`config.mk`:
```
export PLATFORM = sky130hd
export DESIGN_NAME = sfr_space_ports_reset
export DESIGN_NICKNAME = d
export VERILOG_FILES = /design/src/sfr_pkg.sv /design/src/sfr_space_ports_reset.sv
export SDC_FILE = /design/constraint.sdc
export NUM_CORES = 1
export LEC_CHECK = 0
export BUFFER_PORTS_ARGS = -buffer_cell sky130_fd_sc_hd__buf_4
export CAP_MARGIN = 30
export CELL_PAD_IN_SITES_DETAIL_PLACEMENT = 1
export CELL_PAD_IN_SITES_GLOBAL_PLACEMENT = 2
export CORE_MARGIN = 4
export CORE_UTILIZATION = 32
export DETAILED_ROUTE_END_ITERATION = 6
export HOLD_SLACK_MARGIN = 0.03
export PLACE_DENSITY = 0.83
export RECOVER_POWER = 25
export SLEW_MARGIN = 20
export SYNTH_ARGS = -nofsm -noshare
export SYNTH_HDL_FRONTEND = slang
export SYNTH_SLANG_ARGS = --single-unit
export TNS_END_PERCENT = 50
```
`constraint.sdc`:
```
create_clock -name clock_in -period 3.55 [get_ports clock_in]
set_input_delay 0.355 -clock clock_in [delete_from_list [all_inputs] [get_ports clock_in]]
set_output_delay 0.355 -clock clock_in [all_outputs]
set_load 0.02 [all_outputs]
```
`src/sfr_pkg.sv`:
```
// Purpose: shared constants and types for the function register area and port block
// Assumes: offsets are register indices, byte address is four times the index
// Notes:   reset values with undefined bits are given as zero in those bits

package sfr_pkg;

   // ***************************************************************
   // register indices
   // ***************************************************************
   localparam int         REG_COUNT               = 19;
   localparam logic [7:0] IDX_STACK_POINTER       = 8'h81;
   localparam logic [7:0] IDX_DATA_POINTER_LOW    = 8'h82;
   localparam logic [7:0] IDX_DATA_POINTER_HIGH   = 8'h83;
   localparam logic [7:0] IDX_POWER_CONTROL       = 8'h87;
   localparam logic [7:0] IDX_TIMER_CONTROL       = 8'h88;
   localparam logic [7:0] IDX_TIMER_MODE_CFG      = 8'h89;
   localparam logic [7:0] IDX_TIMER0_COUNT_LOW    = 8'h8a;
   localparam logic [7:0] IDX_TIMER1_COUNT_LOW    = 8'h8b;
   localparam logic [7:0] IDX_TIMER0_COUNT_HIGH   = 8'h8c;
   localparam logic [7:0] IDX_TIMER1_COUNT_HIGH   = 8'h8d;
   localparam logic [7:0] IDX_PORT_ONE_LATCH      = 8'h90;
   localparam logic [7:0] IDX_SERIAL_CONTROL      = 8'h98;
   localparam logic [7:0] IDX_SERIAL_DATA_HOLDING = 8'h99;
   localparam logic [7:0] IDX_IRQ_MASK_REG        = 8'ha8;
   localparam logic [7:0] IDX_PORT_THREE_LATCH    = 8'hb0;
   localparam logic [7:0] IDX_IRQ_PRIORITY        = 8'hb8;
   localparam logic [7:0] IDX_PROG_STATUS_WORD    = 8'hd0;
   localparam logic [7:0] IDX_ARITH_MAIN_REG      = 8'he0;
   localparam logic [7:0] IDX_AUX_OPERAND         = 8'hf0;

   // ***************************************************************
   // reset values and implemented-bit masks
   // ***************************************************************
   localparam logic [7:0] RST_STACK_POINTER = 8'h07;
   localparam logic [7:0] RST_PORT_LATCH    = 8'hff;
   localparam logic [7:0] RST_ZERO          = 8'h00;
   localparam logic [7:0] MASK_FULL         = 8'hff;
   localparam logic [7:0] MASK_POWER_CTRL   = 8'h8f;
   localparam logic [7:0] MASK_IRQ_MASK     = 8'h9f;
   localparam logic [7:0] MASK_IRQ_PRIO     = 8'h1f;

   // slot order of the tables below
   localparam logic [4:0] SLOT_PORT_ONE   = 5'h0a;
   localparam logic [4:0] SLOT_PORT_THREE = 5'h0e;

   localparam logic [7:0] IDX_TABLE [REG_COUNT] = '{
      IDX_STACK_POINTER, IDX_DATA_POINTER_LOW, IDX_DATA_POINTER_HIGH, IDX_POWER_CONTROL,
      IDX_TIMER_CONTROL, IDX_TIMER_MODE_CFG, IDX_TIMER0_COUNT_LOW, IDX_TIMER1_COUNT_LOW,
      IDX_TIMER0_COUNT_HIGH, IDX_TIMER1_COUNT_HIGH, IDX_PORT_ONE_LATCH, IDX_SERIAL_CONTROL,
      IDX_SERIAL_DATA_HOLDING, IDX_IRQ_MASK_REG, IDX_PORT_THREE_LATCH, IDX_IRQ_PRIORITY,
      IDX_PROG_STATUS_WORD, IDX_ARITH_MAIN_REG, IDX_AUX_OPERAND};
   localparam logic [7:0] RST_TABLE [REG_COUNT] = '{
      RST_STACK_POINTER, RST_ZERO, RST_ZERO, RST_ZERO, RST_ZERO, RST_ZERO, RST_ZERO,
      RST_ZERO, RST_ZERO, RST_ZERO, RST_PORT_LATCH, RST_ZERO, RST_ZERO, RST_ZERO,
      RST_PORT_LATCH, RST_ZERO, RST_ZERO, RST_ZERO, RST_ZERO};
   localparam logic [7:0] MASK_TABLE [REG_COUNT] = '{
      MASK_FULL, MASK_FULL, MASK_FULL, MASK_POWER_CTRL, MASK_FULL, MASK_FULL, MASK_FULL,
      MASK_FULL, MASK_FULL, MASK_FULL, MASK_FULL, MASK_FULL, MASK_FULL, MASK_IRQ_MASK,
      MASK_FULL, MASK_IRQ_PRIO, MASK_FULL, MASK_FULL, MASK_FULL};

   // ***************************************************************
   // timing
   // ***************************************************************
   localparam int MACHINE_CYCLE_OSC = 12;  // oscillator periods per machine cycle
   localparam int RST_HOLD_MC       = 2;   // machine cycles the reset pin must stay high
   localparam int PHASES_PER_MC     = MACHINE_CYCLE_OSC / 2;

   // ***************************************************************
   // types
   // ***************************************************************
   typedef enum logic [1:0] {
      RQ_IDLE,
      RQ_COUNT,
      RQ_HELD
   } rst_qual_state_t;

   typedef struct packed {
      logic        psel;
      logic        penable;
      logic        pwrite;
      logic [11:0] paddr;
      logic [31:0] pwdata;
   } apb_req_t;

   typedef struct packed {
      logic                          sync_first;
      logic                          sync_second;
      rst_qual_state_t               qual;
      logic [7:0]                    hold_cnt;
      logic                          phase;
      logic [2:0]                    phase_cnt;
      logic                          mc_pulse;
      logic [REG_COUNT-1:0][7:0]     regs;
      logic [31:0]                   prdata;
      logic [5:0]                    alt;
   } sfr_state_t;

endpackage

```
`src/sfr_space_ports_reset.sv`:
```
// Purpose: function register area, two pin ports and reset qualification
// Assumes: clock_in is the oscillator, pins and reset pin are synchronous inputs
// Notes:   software reaches the registers over apb, zero wait states

`timescale 1ns/100ps

module sfr_space_ports_reset #(
   parameter int HOLD_MC  = sfr_pkg::RST_HOLD_MC,       // machine cycles of reset pin hold
   parameter int MC_OSC   = sfr_pkg::MACHINE_CYCLE_OSC  // oscillator periods per machine cycle
) (
   input  wire logic              clock_in,             // oscillator clock
   input  wire logic              rst_in,               // synchronous reset, active high
   input  wire sfr_pkg::apb_req_t apb_in,               // apb request group
   output logic                   pready_out,           // apb ready
   output logic [31:0]            prdata_out,           // apb read data
   output logic                   pslverr_out,          // apb error, always low
   input  wire logic              ext_reset_in,         // device reset pin level
   input  wire logic [7:0]        p1_pin_in,            // port one pin levels
   output logic [7:0]             p1_pin_out,           // port one driven value
   output logic [7:0]             p1_pin_oe_out,        // port one drive enable
   output logic [7:0]             p1_pullup_out,        // port one pull-up present
   input  wire logic [7:0]        p3_pin_in,            // port three pin levels
   output logic [7:0]             p3_pin_out,           // port three driven value
   output logic [7:0]             p3_pin_oe_out,        // port three drive enable
   output logic [7:0]             p3_pullup_out,        // port three pull-up present
   input  wire logic              cmp_result_in,        // comparator output
   output logic                   cmp_pos_in_out,       // comparator positive input
   output logic                   cmp_neg_in_out,       // comparator negative input
   input  wire logic              serial_tx_in,         // serial transmit data
   output logic                   serial_rx_out,        // serial receive data
   output logic                   ext_irq_zero_out,     // external interrupt zero level
   output logic                   ext_irq_one_out,      // external interrupt one level
   output logic                   count_in_zero_out,    // timer zero counter input
   output logic                   count_in_one_out,     // timer one counter input
   output logic                   int_reset_out,        // qualified internal reset
   output logic                   half_clock_out,       // divided-by-two internal clock
   output logic                   machine_cycle_out,    // one pulse per machine cycle
   output logic [7:0]             stack_pointer_out,    // stack pointer for the core
   output logic [7:0]             power_control_out     // power control bits for the core
);

   // ***************************************************************
   // constants
   // ***************************************************************
   localparam int         HOLD_CYC  = MC_OSC * HOLD_MC;
   localparam logic [7:0] HOLD_LAST = 8'(HOLD_CYC - 1);
   localparam logic [2:0] PHASE_LAST = 3'((MC_OSC / 2) - 1);
   localparam logic [7:0] PULLUP_P1 = 8'hfc;
   localparam logic [7:0] PULLUP_P3 = 8'hbf;
   localparam logic [7:0] PIN_NONE  = 8'h40;

   sfr_pkg::sfr_state_t cur_ff;
   sfr_pkg::sfr_state_t nxt_ff;

   // ***************************************************************
   // functions
   // ***************************************************************

   // maps a register index to its table slot, msb marks a hit
   function automatic logic [5:0] find_slot(input logic [7:0] idx);
      logic [5:0] res;
      res = 6'h00;
      for (int i = 0; i < sfr_pkg::REG_COUNT; i++) begin
         if (sfr_pkg::IDX_TABLE[i] == idx) begin
            res = {1'b1, 5'(i)};
         end
      end
      return res;
   endfunction

   // register contents after any reset
   function automatic logic [sfr_pkg::REG_COUNT-1:0][7:0] reset_regs();
      logic [sfr_pkg::REG_COUNT-1:0][7:0] r;
      r = '0;
      for (int i = 0; i < sfr_pkg::REG_COUNT; i++) begin
         r[i] = sfr_pkg::RST_TABLE[i];
      end
      return r;
   endfunction

   // ***************************************************************
   // next state
   // ***************************************************************

   // apb decode terms
   logic       setup_phase;
   logic       access_phase;
   logic [5:0] hit_slot;
   logic       addr_high_zero;

   assign setup_phase    = apb_in.psel & ~apb_in.penable;
   assign access_phase   = apb_in.psel & apb_in.penable;
   assign addr_high_zero = (apb_in.paddr[11:10] == 2'h0) & (apb_in.paddr[1:0] == 2'h0);
   assign hit_slot       = addr_high_zero ? find_slot(apb_in.paddr[9:2]) : 6'h00;

   // one process computes the whole next state
   always_comb begin
      logic [7:0] rd_val;
      logic [7:0] p3_view;
      rd_val  = 8'h00;
      p3_view = 8'h00;
      nxt_ff  = cur_ff;

      // two-flop synchroniser on the reset pin
      nxt_ff.sync_first  = ext_reset_in;
      nxt_ff.sync_second = cur_ff.sync_first;

      // divide by two, then six phases make one machine cycle
      nxt_ff.phase    = ~cur_ff.phase;
      nxt_ff.mc_pulse = 1'b0;
      if (cur_ff.phase) begin
         if (cur_ff.phase_cnt == PHASE_LAST) begin
            nxt_ff.phase_cnt = 3'h0;
            nxt_ff.mc_pulse  = 1'b1;
         end else begin
            nxt_ff.phase_cnt = cur_ff.phase_cnt + 3'h1;
         end
      end

      // reset qualifier: short glitches on the pin never reach the registers
      case (cur_ff.qual)
         sfr_pkg::RQ_IDLE: begin
            nxt_ff.hold_cnt = 8'h00;
            if (cur_ff.sync_second) begin
               nxt_ff.qual     = sfr_pkg::RQ_COUNT;
               nxt_ff.hold_cnt = 8'h01;
            end
         end
         sfr_pkg::RQ_COUNT: begin
            if (!cur_ff.sync_second) begin
               nxt_ff.qual     = sfr_pkg::RQ_IDLE;
               nxt_ff.hold_cnt = 8'h00;
            end else if (cur_ff.hold_cnt == HOLD_LAST) begin
               nxt_ff.qual     = sfr_pkg::RQ_HELD;
            end else begin
               nxt_ff.hold_cnt = cur_ff.hold_cnt + 8'h01;
            end
         end
         sfr_pkg::RQ_HELD: begin
            if (!cur_ff.sync_second) begin
               nxt_ff.qual     = sfr_pkg::RQ_IDLE;
               nxt_ff.hold_cnt = 8'h00;
            end
         end
         default: begin
            nxt_ff.qual     = sfr_pkg::RQ_IDLE;
            nxt_ff.hold_cnt = 8'h00;
         end
      endcase

      // sample alternate-function inputs from port three pins
      nxt_ff.alt = p3_pin_in[5:0];

      // read data is captured in the setup cycle so it leaves a flop
      p3_view = {p3_pin_in[7], cmp_result_in, p3_pin_in[5:0]};
      if (setup_phase && !apb_in.pwrite) begin
         if (!hit_slot[5]) begin
            rd_val = 8'h00;
         end else if (hit_slot[4:0] == sfr_pkg::SLOT_PORT_ONE) begin
            rd_val = p1_pin_in;
         end else if (hit_slot[4:0] == sfr_pkg::SLOT_PORT_THREE) begin
            rd_val = p3_view;
         end else begin
            rd_val = cur_ff.regs[hit_slot[4:0]] & sfr_pkg::MASK_TABLE[hit_slot[4:0]];
         end
         nxt_ff.prdata = {24'h000000, rd_val};
      end

      // writes land at the access edge; unmapped writes are dropped
      if (access_phase && apb_in.pwrite && hit_slot[5]) begin
         nxt_ff.regs[hit_slot[4:0]] = apb_in.pwdata[7:0] & sfr_pkg::MASK_TABLE[hit_slot[4:0]];
      end

      // a qualified pin reset overrides any write in flight
      if (nxt_ff.qual == sfr_pkg::RQ_HELD) begin
         nxt_ff.regs      = reset_regs();
         nxt_ff.phase_cnt = 3'h0;
      end

      // bus reset zeroes the state, then loads the register reset values and sets alt to all ones
      if (rst_in) begin
         nxt_ff             = '0;
         nxt_ff.qual        = sfr_pkg::RQ_IDLE;
         nxt_ff.regs        = reset_regs();
         nxt_ff.alt         = 6'h3f;
      end
   end

   // ***************************************************************
   // state register
   // ***************************************************************

   // single register for the whole state
   always_ff @(posedge clock_in) begin
      cur_ff <= nxt_ff;
   end

   // ***************************************************************
   // pins
   // ***************************************************************

   // pins only ever drive low; a one is left to the pull-up, or to the board on port one bits 0, 1, so the pin can be read
   logic [7:0] p1_latch;
   logic [7:0] p3_latch;
   logic [7:0] p3_drive;

   assign p1_latch = cur_ff.regs[sfr_pkg::SLOT_PORT_ONE];
   assign p3_latch = cur_ff.regs[sfr_pkg::SLOT_PORT_THREE];

   // serial transmit shares bit one; either source can pull the pin low
   assign p3_drive = {p3_latch[7:2], p3_latch[1] & serial_tx_in, p3_latch[0]};

   // reset pin gates the drivers directly, with no clock edge in between
   assign p1_pin_out    = 8'h00;
   assign p1_pin_oe_out = ~p1_latch & {8{~ext_reset_in}};
   assign p3_pin_out    = 8'h00;
   assign p3_pin_oe_out = ~p3_drive & ~PIN_NONE & {8{~ext_reset_in}};
   assign p1_pullup_out = PULLUP_P1;
   assign p3_pullup_out = PULLUP_P3;

   // comparator inputs come straight from the analog pins
   assign cmp_pos_in_out = p1_pin_in[0];
   assign cmp_neg_in_out = p1_pin_in[1];

   // ***************************************************************
   // other outputs
   // ***************************************************************

   // alternate functions come from the sampling flops
   assign serial_rx_out     = cur_ff.alt[0];
   assign ext_irq_zero_out  = cur_ff.alt[2];
   assign ext_irq_one_out   = cur_ff.alt[3];
   assign count_in_zero_out = cur_ff.alt[4];
   assign count_in_one_out  = cur_ff.alt[5];

   // apb answers in the first access cycle
   assign pready_out  = access_phase;
   assign prdata_out  = cur_ff.prdata;
   assign pslverr_out = 1'b0;

   // timing and core-facing outputs
   assign int_reset_out     = (cur_ff.qual == sfr_pkg::RQ_HELD);
   assign half_clock_out    = cur_ff.phase;
   assign machine_cycle_out = cur_ff.mc_pulse;
   assign stack_pointer_out = cur_ff.regs[0];
   assign power_control_out = cur_ff.regs[3] & sfr_pkg::MASK_POWER_CTRL;

endmodule

```
# [Yosys cells after proc, flatten, opt, wreduce, memory -nomap -nowiden]
# Memory sizes are Yosys's and may differ from the RTL's.
# Cells that the tools add are included.
[op_classes] muxes=38 addsub=2 n_eq_ne=28 magnitude_cmp=3 bitwise_logic=14 reduce_logical=11
[op_table] cell="152-bit bitwise mux" n=1
[op_table] cell="8-bit equality test (first input constant)" n=19
[op_table] cell="6-bit two-way mux" n=20
[op_table] cell="8-bit two-way mux" n=8
[op_table] cell="8-bit binary-select mux with 5-bit select" n=1
[op_table] cell="8-bit demux with 5-bit select" n=1
[op_table] cell="8-bit AND" n=4
[op_table] cell="10-bit two-way mux" n=3
[op_table] cell="10-bit case mux with 3 select lines" n=1
[op_table] cell="8-bit NOT" n=2
[op_table] cell="5-bit by 4-bit equality test with 1-bit output (second input constant)" n=2
[op_table] cell="8-bit by 1-bit adder with 8-bit output (second input constant)" n=1
[op_table] cell="8-bit by 5-bit equality test with 1-bit output (second input constant)" n=1
[op_table] cell="6-bit greater-or-equal comparator (second input constant)" n=1
[op_table] cell="2-bit zero test" n=3
[op_table] cell="5-bit by 6-bit < comparator with 1-bit output (second input constant)" n=1
[op_table] cell="5-bit NOT with 6-bit output" n=1
[op_table] cell="5-bit by 1-bit greater-or-equal comparator with 1-bit output (second input constant)" n=1
[op_table] cell="1-bit AND" n=4
[op_table] cell="2-bit equality test (second input constant)" n=2
[op_table] cell="1-bit logical AND" n=4
[op_table] cell="2-bit OR reduction" n=2
[op_table] cell="3-bit by 1-bit adder with 3-bit output (second input constant)" n=1
[op_table] cell="3-bit equality test (second input constant)" n=1
[op_table] cell="9 further kinds" n=11
[word_totals] rom_bits=256 inputBits=68 n_memories=1 out_inout_bits=108 register_bits=183
[memory_table] name="(name not given)" depth=32 width=8 read_ports=1 rd_ports_with_merged_regs=0 write_ports=0 line="sfr_space_ports_reset.sv:171" rtl="nxt_ff.regs[hit_slot[4:0]] = apb_in.pwdata[7:0] & sfr_pkg::MASK_TABLE[hit_slot[4:0]];"

# [Logic depth before layout (Yosys ltp)]
# Gate-level depths: netlist of run 1.
[depth] ltp_word=29 ltp_mapped=12 mapped_depth_nobuf=8

# [Least setup slack after synthesis of run 1]
# Ideal clock, no wire load.
[synth_timing] path_type="input to register" from="input apb_in[38] (netlist name)" to="register cur_ff[54] (netlist name)" t_required_ns=3.418 t_arrival_ns=2.516 setup_ns=0.132 path_slack_ns=0.902 stages=11 path_cell_list="buf_2 -> or4b_1 -> buf_2 -> a2111oi_2 -> o21ai_1 -> nand3_4 -> nand4_4 -> or2_2 -> clkbuf_1 -> nand2_1 -> a21oi_1"
[synth_via] elab_chain_cells=26 elab_cells_between_ends=51 cone_classes="2 x order compare; 19 x eq/ne; 25 x mux; 2 x bitwise; 2 x reduce/logical; 1 x memory"
[synth_lines] item="from (decl)" line="sfr_space_ports_reset.sv:13" rtl="input wire sfr_pkg::apb_req_t apb_in,"
[synth_lines] item="8-bit equality test" line="sfr_space_ports_reset.sv:64" rtl="if (sfr_pkg::IDX_TABLE[i] == idx) begin"
[synth_lines] item="6-bit two-way mux (17 in a row)" line="sfr_space_ports_reset.sv:64"
[synth_lines] item="6-bit two-way mux (*)" line="sfr_space_ports_reset.sv:64"
[synth_lines] item="6-bit two-way mux (*)" line="sfr_space_ports_reset.sv:94" rtl="assign hit_slot = addr_high_zero ? find_slot(apb_in.paddr[9:2]) : 6'h00;"
[synth_lines] item="5-bit NOT with 6-bit output (implied by the code)" line="sfr_space_ports_reset.sv:171"
[synth_lines] item="memory read 32 x 8 bit"
[synth_lines] item="8-bit two-way mux (implied by the code) (2 in a row)" line="sfr_space_ports_reset.sv:171"
[synth_lines] item="8-bit AND" line="sfr_space_ports_reset.sv:171"
[synth_lines] item="152-bit bitwise mux" line="sfr_space_ports_reset.sv:171"
[synth_lines] item="to (signal assigned)" line="sfr_space_ports_reset.sv:195" rtl="cur_ff <= nxt_ff;"
[synth_lines] item="to (decl)" line="sfr_space_ports_reset.sv:52" rtl="sfr_pkg::sfr_state_t cur_ff;"
# Mark *: on every way between the ends. The rest lies on a longest branch, timed or not. The select of a mux whose other input is x is not followed.
# A chain may end at the register's enable or synchronous reset.

# [Final worst setup path of run 1]
[layout_timing] from="input apb_in[36] (netlist name)" to="register cur_ff, in the netlist prdata_out[3]"
[layout_via] elab_chain_cells=28 elab_cells_between_ends=51 cone_classes="21 x eq/ne; 27 x mux; 2 x bitwise; 1 x memory"
[layout_lines] item="8-bit equality test" line="sfr_space_ports_reset.sv:64"
[layout_lines] item="6-bit two-way mux (17 in a row)" line="sfr_space_ports_reset.sv:64"
[layout_lines] item="6-bit two-way mux (*)" line="sfr_space_ports_reset.sv:64"
[layout_lines] item="6-bit two-way mux (*)" line="sfr_space_ports_reset.sv:94"
[layout_lines] item="5-bit NOT with 6-bit output (implied by the code)" line="sfr_space_ports_reset.sv:164" rtl="rd_val = cur_ff.regs[hit_slot[4:0]] & sfr_pkg::MASK_TABLE[hit_slot[4:0]];"
[layout_lines] item="memory read 32 x 8 bit"
[layout_lines] item="8-bit two-way mux (2 in a row)"
[layout_lines] item="8-bit AND" line="sfr_space_ports_reset.sv:164"
[layout_lines] item="8-bit two-way mux" line="sfr_space_ports_reset.sv:161" rtl="end else if (hit_slot[4:0] == sfr_pkg::SLOT_PORT_THREE) begin"
[layout_lines] item="8-bit two-way mux" line="sfr_space_ports_reset.sv:159" rtl="end else if (hit_slot[4:0] == sfr_pkg::SLOT_PORT_ONE) begin"
[layout_lines] item="8-bit two-way mux (*)" line="sfr_space_ports_reset.sv:157" rtl="if (!hit_slot[5]) begin"
# Marks and branches as above.

==> impl_metrics.csv, run 1 <==
group,metric,value,unit
timing,tns,0,ns
timing,finalCriticalPeriod,2.87,ns
yosys,ys_types,80,
cts,cts_buffers,17,
grt,overflow,0,
grt,grt_pass1_vias,8442,
timing,fin_ws,0.685,ns
yosys,avgSynthCellArea,7.72,sq um
timing,finalSetupViolations,0,
power_and_ir_drop,comb_power_share,0.066,
placed_design,place.port_buffers,89,
die,io_pins,176,
cts,numClockSinks,179,
route,vias,8549,
worst_setup_path,reg2reg_to,"cur_ff[102]$_SDFFE_PP0P_",
placed_design,dp_hpwl,23100,um
power_and_ir_drop,power.internal,0.00301,W
timing,skew,0.0112,ns
die,core,28000,sq um
placed_design,dpl_worst_slack,0.313,ns
timing,report.final.slew_viol_count,0,
worst_setup_path,ff2ff_path_depth,7,
die,die_x,177,um
route,ant_nets,0,
hold_path,holdPathStages,2,
yosys,synth_area,9140,sq um
power_and_ir_drop,sw_frac_of_total,0.277,
worst_setup_path,crit_fanout,13,
cells_and_area,area_delta_synth_final,12.5,%
yosys,synth_cells,1184,
grt,antenna_found_initial,0,
yosys,netlist_top_cells_area,"dfxtp_1 (39%), nand2_1 (13%), buf_4 (7.4%)",
hold_path,hold_start,"p3_pin_in[4]",
outcome,run_status,"finished, final reports clean",
cts,cts_tree,"done",
route,firstDrtPassIters,5,
yosys,synth_top_area_cell,"dfxtp_1",
cts,insertion_delay,0.45,ns
power_and_ir_drop,power_density,405,nW/um^2
hold_path,min_to,"count_in_zero_out$_SDFF_PP1_",
yosys,synth_top_area_share,0.392,
die,placementRows,61,
route,wirelength,32400,um
cells_and_area,layout_common_cells,"nand2_1 (316), dfxtp_1 (179), a21oi_1 (127)",
route,drc,0,
cts,cts-root-buf,"clkbuf_16",
yosys,yosysSeqAreaShare,0.392,
die,die_area,31300,sq um
power_and_ir_drop,p_leak,3.73,nW
flow_run,maxCapViolations,0,
timing,tightest_slew,0.951,ns
power_and_ir_drop,pwr-share-seq,0.485,
cells_and_area,layout_commonest_cell,"nand2_1",
cts,cts_resized,0,
cts,postCtsSetupBuffers,0,
yosys,synth-async-reset-ratio,0,
grt,grt_pass1_wl,49500,um
power_and_ir_drop,ir_drop,302,uV
worst_setup_path,cp-end-kind,"flop",
worst_setup_path,crit_required,3.82,ns
die,die_h,177,um
cts,cts_hold_buf,0,
yosys,synth_edf_count,0,
cells_and_area,nNetsFinal,1304,
power_and_ir_drop,clockPowerShare,0.449,
timing,max_freq,349,MHz
route,drtIter0Drc,663,
placed_design,gp_congestion,0.869,
die,start_util,0.326,
yosys,synth_warnings,0,
cells_and_area,drive_gt1_frac,0.127,
cells_and_area,n_antenna_cell,0,
yosys,yosys_register_bits,179,
route,avgViaCountPerCell,5.26,
cts,clk_pin_slew,0.07,ns
worst_setup_path,start_kind,"primary input",
timing,timing.slew.headroom,0.366,
hold_path,hp-class,"in2reg",
grt,track_usage,0.204,
power_and_ir_drop,p_switching,0.00115,W
timing,hold_violations,0,
worst_setup_path,critical_path_arrival,3.14,ns
worst_setup_path,reg2reg_from,"cur_ff[198]$_SDFFE_PP0P_",
worst_setup_path,critical_path_class,"in2reg",
cts,cts_max_level,4,
cts,clockBufferDepth,2,
yosys,ys.flop_type,"dfxtp_1",
timing,rsz0062_at_grt,"no",
route,wl_per_cell,19.9,um
worst_setup_path,rrSetupSlack,1.03,ns
grt,grt_max_degree,43,
timing,finalCritPeriodShare,0.807,
[how the worst max path moves through the flow]
| stage | start | to | slack, ns | depth (start not counted) |
|---|---|---|---|---|
| 3_5_place_dp | apb_in[36] | prdata_out[1]$_SDFFE_PP0P_ | 0.31 | 10 |
| 5_1_grt | apb_in[38] | prdata_out[1]$_SDFFE_PP0P_ | 0.48 | 10 |
| 6_report | apb_in[36] | prdata_out[3]$_SDFFE_PP0P_ | 0.68 | 11 |
| 4_1_cts | apb_in[36] | prdata_out[1]$_SDFFE_PP0P_ | 0.75 | 10 |
| 3_3_place_gp | apb_in[36] | prdata_out[1]$_SDFFE_PP0P_ | 0.38 | 10 |
| 2_1_floorplan | apb_in[38] | cur_ff[54]$_SDFFE_PP0P_ | 0.90 | 11 |
[final cells by class]
type | count | area [sq um]
Sequential cell | 179 | 3580
Timing Repair Buffer | 132 | 823
Fill cell | 3460 | 17700
Tap cell | 378 | 473
Clock buffer | 17 | 425
Inverter | 8 | 30.0
Clock inverter | 15 | 143
Multi-Input combinational cell | 897 | 4810
[stage by stage]
step           utilization  hold WS, ns  total power (W)  std cells  area, sq um
2_1_floorplan            -        0.414          0.00229       1243         9360
3_3_place_gp         0.353        0.423          0.00234       1594         9900
3_5_place_dp         0.353        0.441          0.00234       1594         9900
4_1_cts              0.374       0.0991          0.00420       1626        10500
5_1_grt              0.367       0.0983          0.00430       1626        10300
6_report             0.367        0.115          0.00416       1626        10300
[synth_stat cells (6+ instances only)]
master	count
nand2_1	316
dfxtp_1	179
a21oi_1	127
buf_4	90
nor2_1	71
clkbuf_1	49
mux2i_1	38
nand3_1	28
nor3_1	23
buf_2	19
o21ai_0	18
and3_1	11
a22oi_1	10
o221ai_1	10
o22ai_1	10
nand4_1	9
nor2_2	9
nor2b_1	9
a221oi_1	8
inv_1	8
nand2b_1	8
mux2_2	7
o21a_1	7
or2_2	7
and2_1	6
[cell families after synthesis]
| group | Yosys count | share of synthesized area |
|---|---|---|
| multiplexers | 45 | 0.0502 |
| AO/OA/AOI/OAI | 247 | 0.172 |
| adder cells (fa/ha/maj) | 1 | 0.00137 |
| other | 2 | 0.000821 |
| buffers and inverters | 167 | 0.108 |
| flip-flops | 179 | 0.392 |
| AND/OR/NAND/NOR | 538 | 0.271 |
| XOR/XNOR | 5 | 0.00479 |
[metal layers]
layer  vias to the layer above  GRT usage  part of all wire
li1                       4017          -                 -
met1                      4219      0.274              0.45
met2                       261      0.327              0.46
met3                        50     0.0370             0.062
met4                         2     0.0722             0.029
met5                         -     0.0160            0.0020
[power groups by stage]
stage / Sequential (W) / Clock [W] / Combinational [W]
3_5_place_dp: 0.00207 / 0 / 0.000279
2_1_floorplan: 0.00207 / 0 / 0.000220
5_1_grt: 0.00202 / 0.00199 / 0.000295
4_1_cts: 0.00202 / 0.00190 / 0.000280
6_report: 0.00202 / 0.00187 / 0.000275
3_3_place_gp: 0.00206 / 0 / 0.000276
[flip-flops by register name, indices dropped and copies added (netlist names)]
| signal | count |
|---|---|
| p3_latch | 8 |
| half_clock_out | 1 |
| count_in_zero_out | 1 |
| power_control_out | 5 |
| ext_irq_one_out | 1 |
| stack_pointer_out | 8 |
| count_in_one_out | 1 |
| serial_rx_out | 1 |
| prdata_out | 8 |
| machine_cycle_out | 1 |
| p1_latch | 8 |
| cur_ff | 135 |
| ext_irq_zero_out | 1 |
[critical path: stages]
cell	delay [ns]
buf_4	0.16
or4b_2	0.71
nor2_2	0.21
o31a_1	0.37
buf_4	0.24
nand2_1	0.08
buf_4	0.21
o22ai_1	0.23
o21a_1	0.24
a211o_1	0.22
a221oi_1	0.10
No activity file was read; power rests on OpenSTA's default activity.
==> run 2: changes to the inputs <==
- clock period: 3.55 -> 3 ns (I/O delays scaled with it)
==> run 2 against run 1 <==
Sequential share of layout area down 1.3 points. Worst setup slack worse by 0.40 ns. Global-route usage down 0.11 points. Utilization up 1.5 points. Power up 22%. Worst hold slack worse by 0.065 ns. Critical endpoint is now prdata_out[7]$_SDFFE_PP0P_. Largest cell class unchanged. Highest routed layer is now met4.
==> impl_metrics.csv, run 2 (synthesized netlist as in run 1, its figures left out) <==
group,metric,value,unit
outcome,run_status,"finished, final reports clean",
placed_design,placed_cell_area,10200,sq um
cts,postCtsSetupBuffers,0,
timing,timing.slew.headroom,0.397,
die,die_x,177,um
grt,overflow,0,
cts,cts_tree,"done",
cts,cts_resized,0,
cells_and_area,largest_reg_flops,135,
route,vias,8576,
worst_setup_path,crit_top_cell,"buf_4",
cells_and_area,n_antenna_cell,0,
grt,grtUsageMet2,0.326,
grt,grt_pass1_vias,8334,
worst_setup_path,crit_required,3.38,ns
timing,hold_violations,0,
route,drtIter0Drc,648,
cts,clockBufferDepth,2,
timing,skew,0.0126,ns
route,wl_per_cell,19.4,um
timing,tns,0,ns
cts,clk_pin_slew,0.08,ns
cts,cts_hold_buf,0,
grt,grt_max_degree,41,
hold_path,hp-class,"in2reg",
grt,gr-usage-met3,0.0425,
timing,finalSetupViolations,0,
cells_and_area,fin_cells,1657,
cells_and_area,layout_common_cells,"nand2_1 (316), dfxtp_1 (179), a21oi_1 (127)",
cells_and_area,drive_gt1_frac,0.149,
worst_setup_path,crit_chain,"buf_4 > or4b_1 > o22ai_1 > buf_4 > nor3_1 > o31ai_1 > o21ai_0 > a221o_1 > a31oi_1",
worst_setup_path,start_kind,"primary input",
placed_design,dpl.cell_count,1625,
cts,cts_max_level,4,
grt,antenna_found_initial,0,
timing,report.final.slew_viol_count,0,
timing,finalCriticalPeriod,2.72,ns
worst_setup_path,cpPeakStageDelay,0.64,ns
worst_setup_path,critical_path_class,"in2reg",
cts,cts-root-buf,"clkbuf_16",
power_and_ir_drop,ir_drop,363,uV
route,drc,0,
worst_setup_path,crit_fanout,10,
route,wirelength,32200,um
placed_design,place.port_buffers,89,
die,die_area,31300,sq um
power_and_ir_drop,comb_power_share,0.068,
placed_design,dp_hpwl,23200,um
cells_and_area,layout_commonest_cell,"nand2_1",
power_and_ir_drop,p_leak,3.97,nW
cts,cts_buffers,17,
power_and_ir_drop,power_density,474,nW/um^2
placed_design,dpl_worst_slack,0.0378,ns
timing,finalCritPeriodShare,0.905,
route,ant_nets,0,
die,io_pins,176,
grt,use_met1,0.276,
die,core,28000,sq um
timing,fin_ws,0.284,ns
power_and_ir_drop,clockPowerShare,0.461,
route,firstDrtPassIters,5,
power_and_ir_drop,sw_frac_of_total,0.284,
placed_design,gp_congestion,0.888,
worst_setup_path,crit_buf_inv,2,
flow_run,maxCapViolations,0,
timing,tightest_slew,0.905,ns
route,avgViaCountPerCell,5.18,
grt,grt_pass1_wl,49400,um
power_and_ir_drop,p_switching,0.00144,W
cells_and_area,postLayoutCellArea,10700,sq um
cts,numClockSinks,179,
die,placementRows,61,
timing,hold_ws,0.0505,ns
die,start_util,0.326,
grt,grt.busiest_layer,"met2",
worst_setup_path,cp_slowest_cell,"or4b_1",
die,die_h,177,um
timing,rsz0062_at_grt,"no",
cells_and_area,largest_register,"cur_ff",
cts,insertion_delay,0.45,ns
power_and_ir_drop,pwr-share-seq,0.471,
worst_setup_path,cp-end-kind,"flop",
timing,max_freq,368,MHz
power_and_ir_drop,power.internal,0.00363,W
worst_setup_path,critical_path_arrival,3.10,ns
cells_and_area,area_delta_synth_final,17.0,%
worst_setup_path,critPathTopFamily,"compound AO/OA/AOI/OAI gates",
grt,track_usage,0.203,
cells_and_area,nNetsFinal,1335,
## run 2: changes by cell type in the layout (fill, tap and decap cells not counted)
| cell | previous run | this run |
|---|---|---|
| buf_12 | 1 | 10 |
| buf_4 | 83 | 105 |
| clkinv_4 | 2 | 0 |
| clkinv_8 | 1 | 9 |
| clkinvlp_4 | 5 | 0 |
| inv_12 | 0 | 1 |
| inv_6 | 3 | 5 |
| inv_8 | 4 | 0 |
## run 2: path summary, 6_finish.rpt
check | start | endpoint | slack (ns) | depth (start not counted)
worst max-delay path | apb_in[38] | prdata_out[7]$_SDFFE_PP0P_ | 0.28 | 9
worst min-delay path | p3_pin_in[2] | ext_irq_zero_out$_SDFF_PP1_ | 0.05 | 2
worst max register to register | cur_ff[198]$_SDFFE_PP0P_ | cur_ff[140]$_SDFFE_PP0P_ | 0.66 | 7
worst min register to register | cur_ff[180]$_SDFFE_PP0P_ | cur_ff[180]$_SDFFE_PP0P_ | 0.45 | 2
## run 2: cell type report
| cell class | count | area [sq um] |
|---|---|---|
| clock inverter | 15 | 206 |
| fill | 3464 | 17300 |
| clock buffer | 17 | 425 |
| tap | 378 | 473 |
| timing repair buffer | 163 | 1170 |
| inverter | 8 | 30.0 |
| multi-input combinational | 897 | 4810 |
| sequential | 179 | 3580 |
## run 2: worst reg2reg max path, stage by stage, from the launching register on
cell	delay, ns
dfxtp_1	0.35
nor4b_1	0.32
nand4_1	0.16
o21bai_1	0.28
nand2_1	0.19
nand2b_4	0.46
buf_4	0.38
a21oi_1	0.07
## run 2: metal layers
layer,part of all wire,routed length (um),up-vias
met5,0,0,-
met4,0.021,680,0
met3,0.065,2080,46
met2,0.46,14900,259
met1,0.45,14500,4183
li1,-,-,4088
## run 2: through the flow
step,util,total power (W)
final,0.382,0.00507
after global placement,0.366,0.00279
after global routing,0.382,0.00523
after CTS,0.388,0.00511
after detailed placement,0.366,0.00279
after floorplan,-,0.00271
## run 2: power groups by stage
stage | logic [W] | registers [W] | clock network [W]
after detailed placement | 0.000348 | 0.00244 | 0
final | 0.000344 | 0.00239 | 0.00234
after floorplan | 0.000260 | 0.00245 | 0
after CTS | 0.000349 | 0.00239 | 0.00237
after global placement | 0.000347 | 0.00244 | 0
after global routing | 0.000369 | 0.00239 | 0.00247
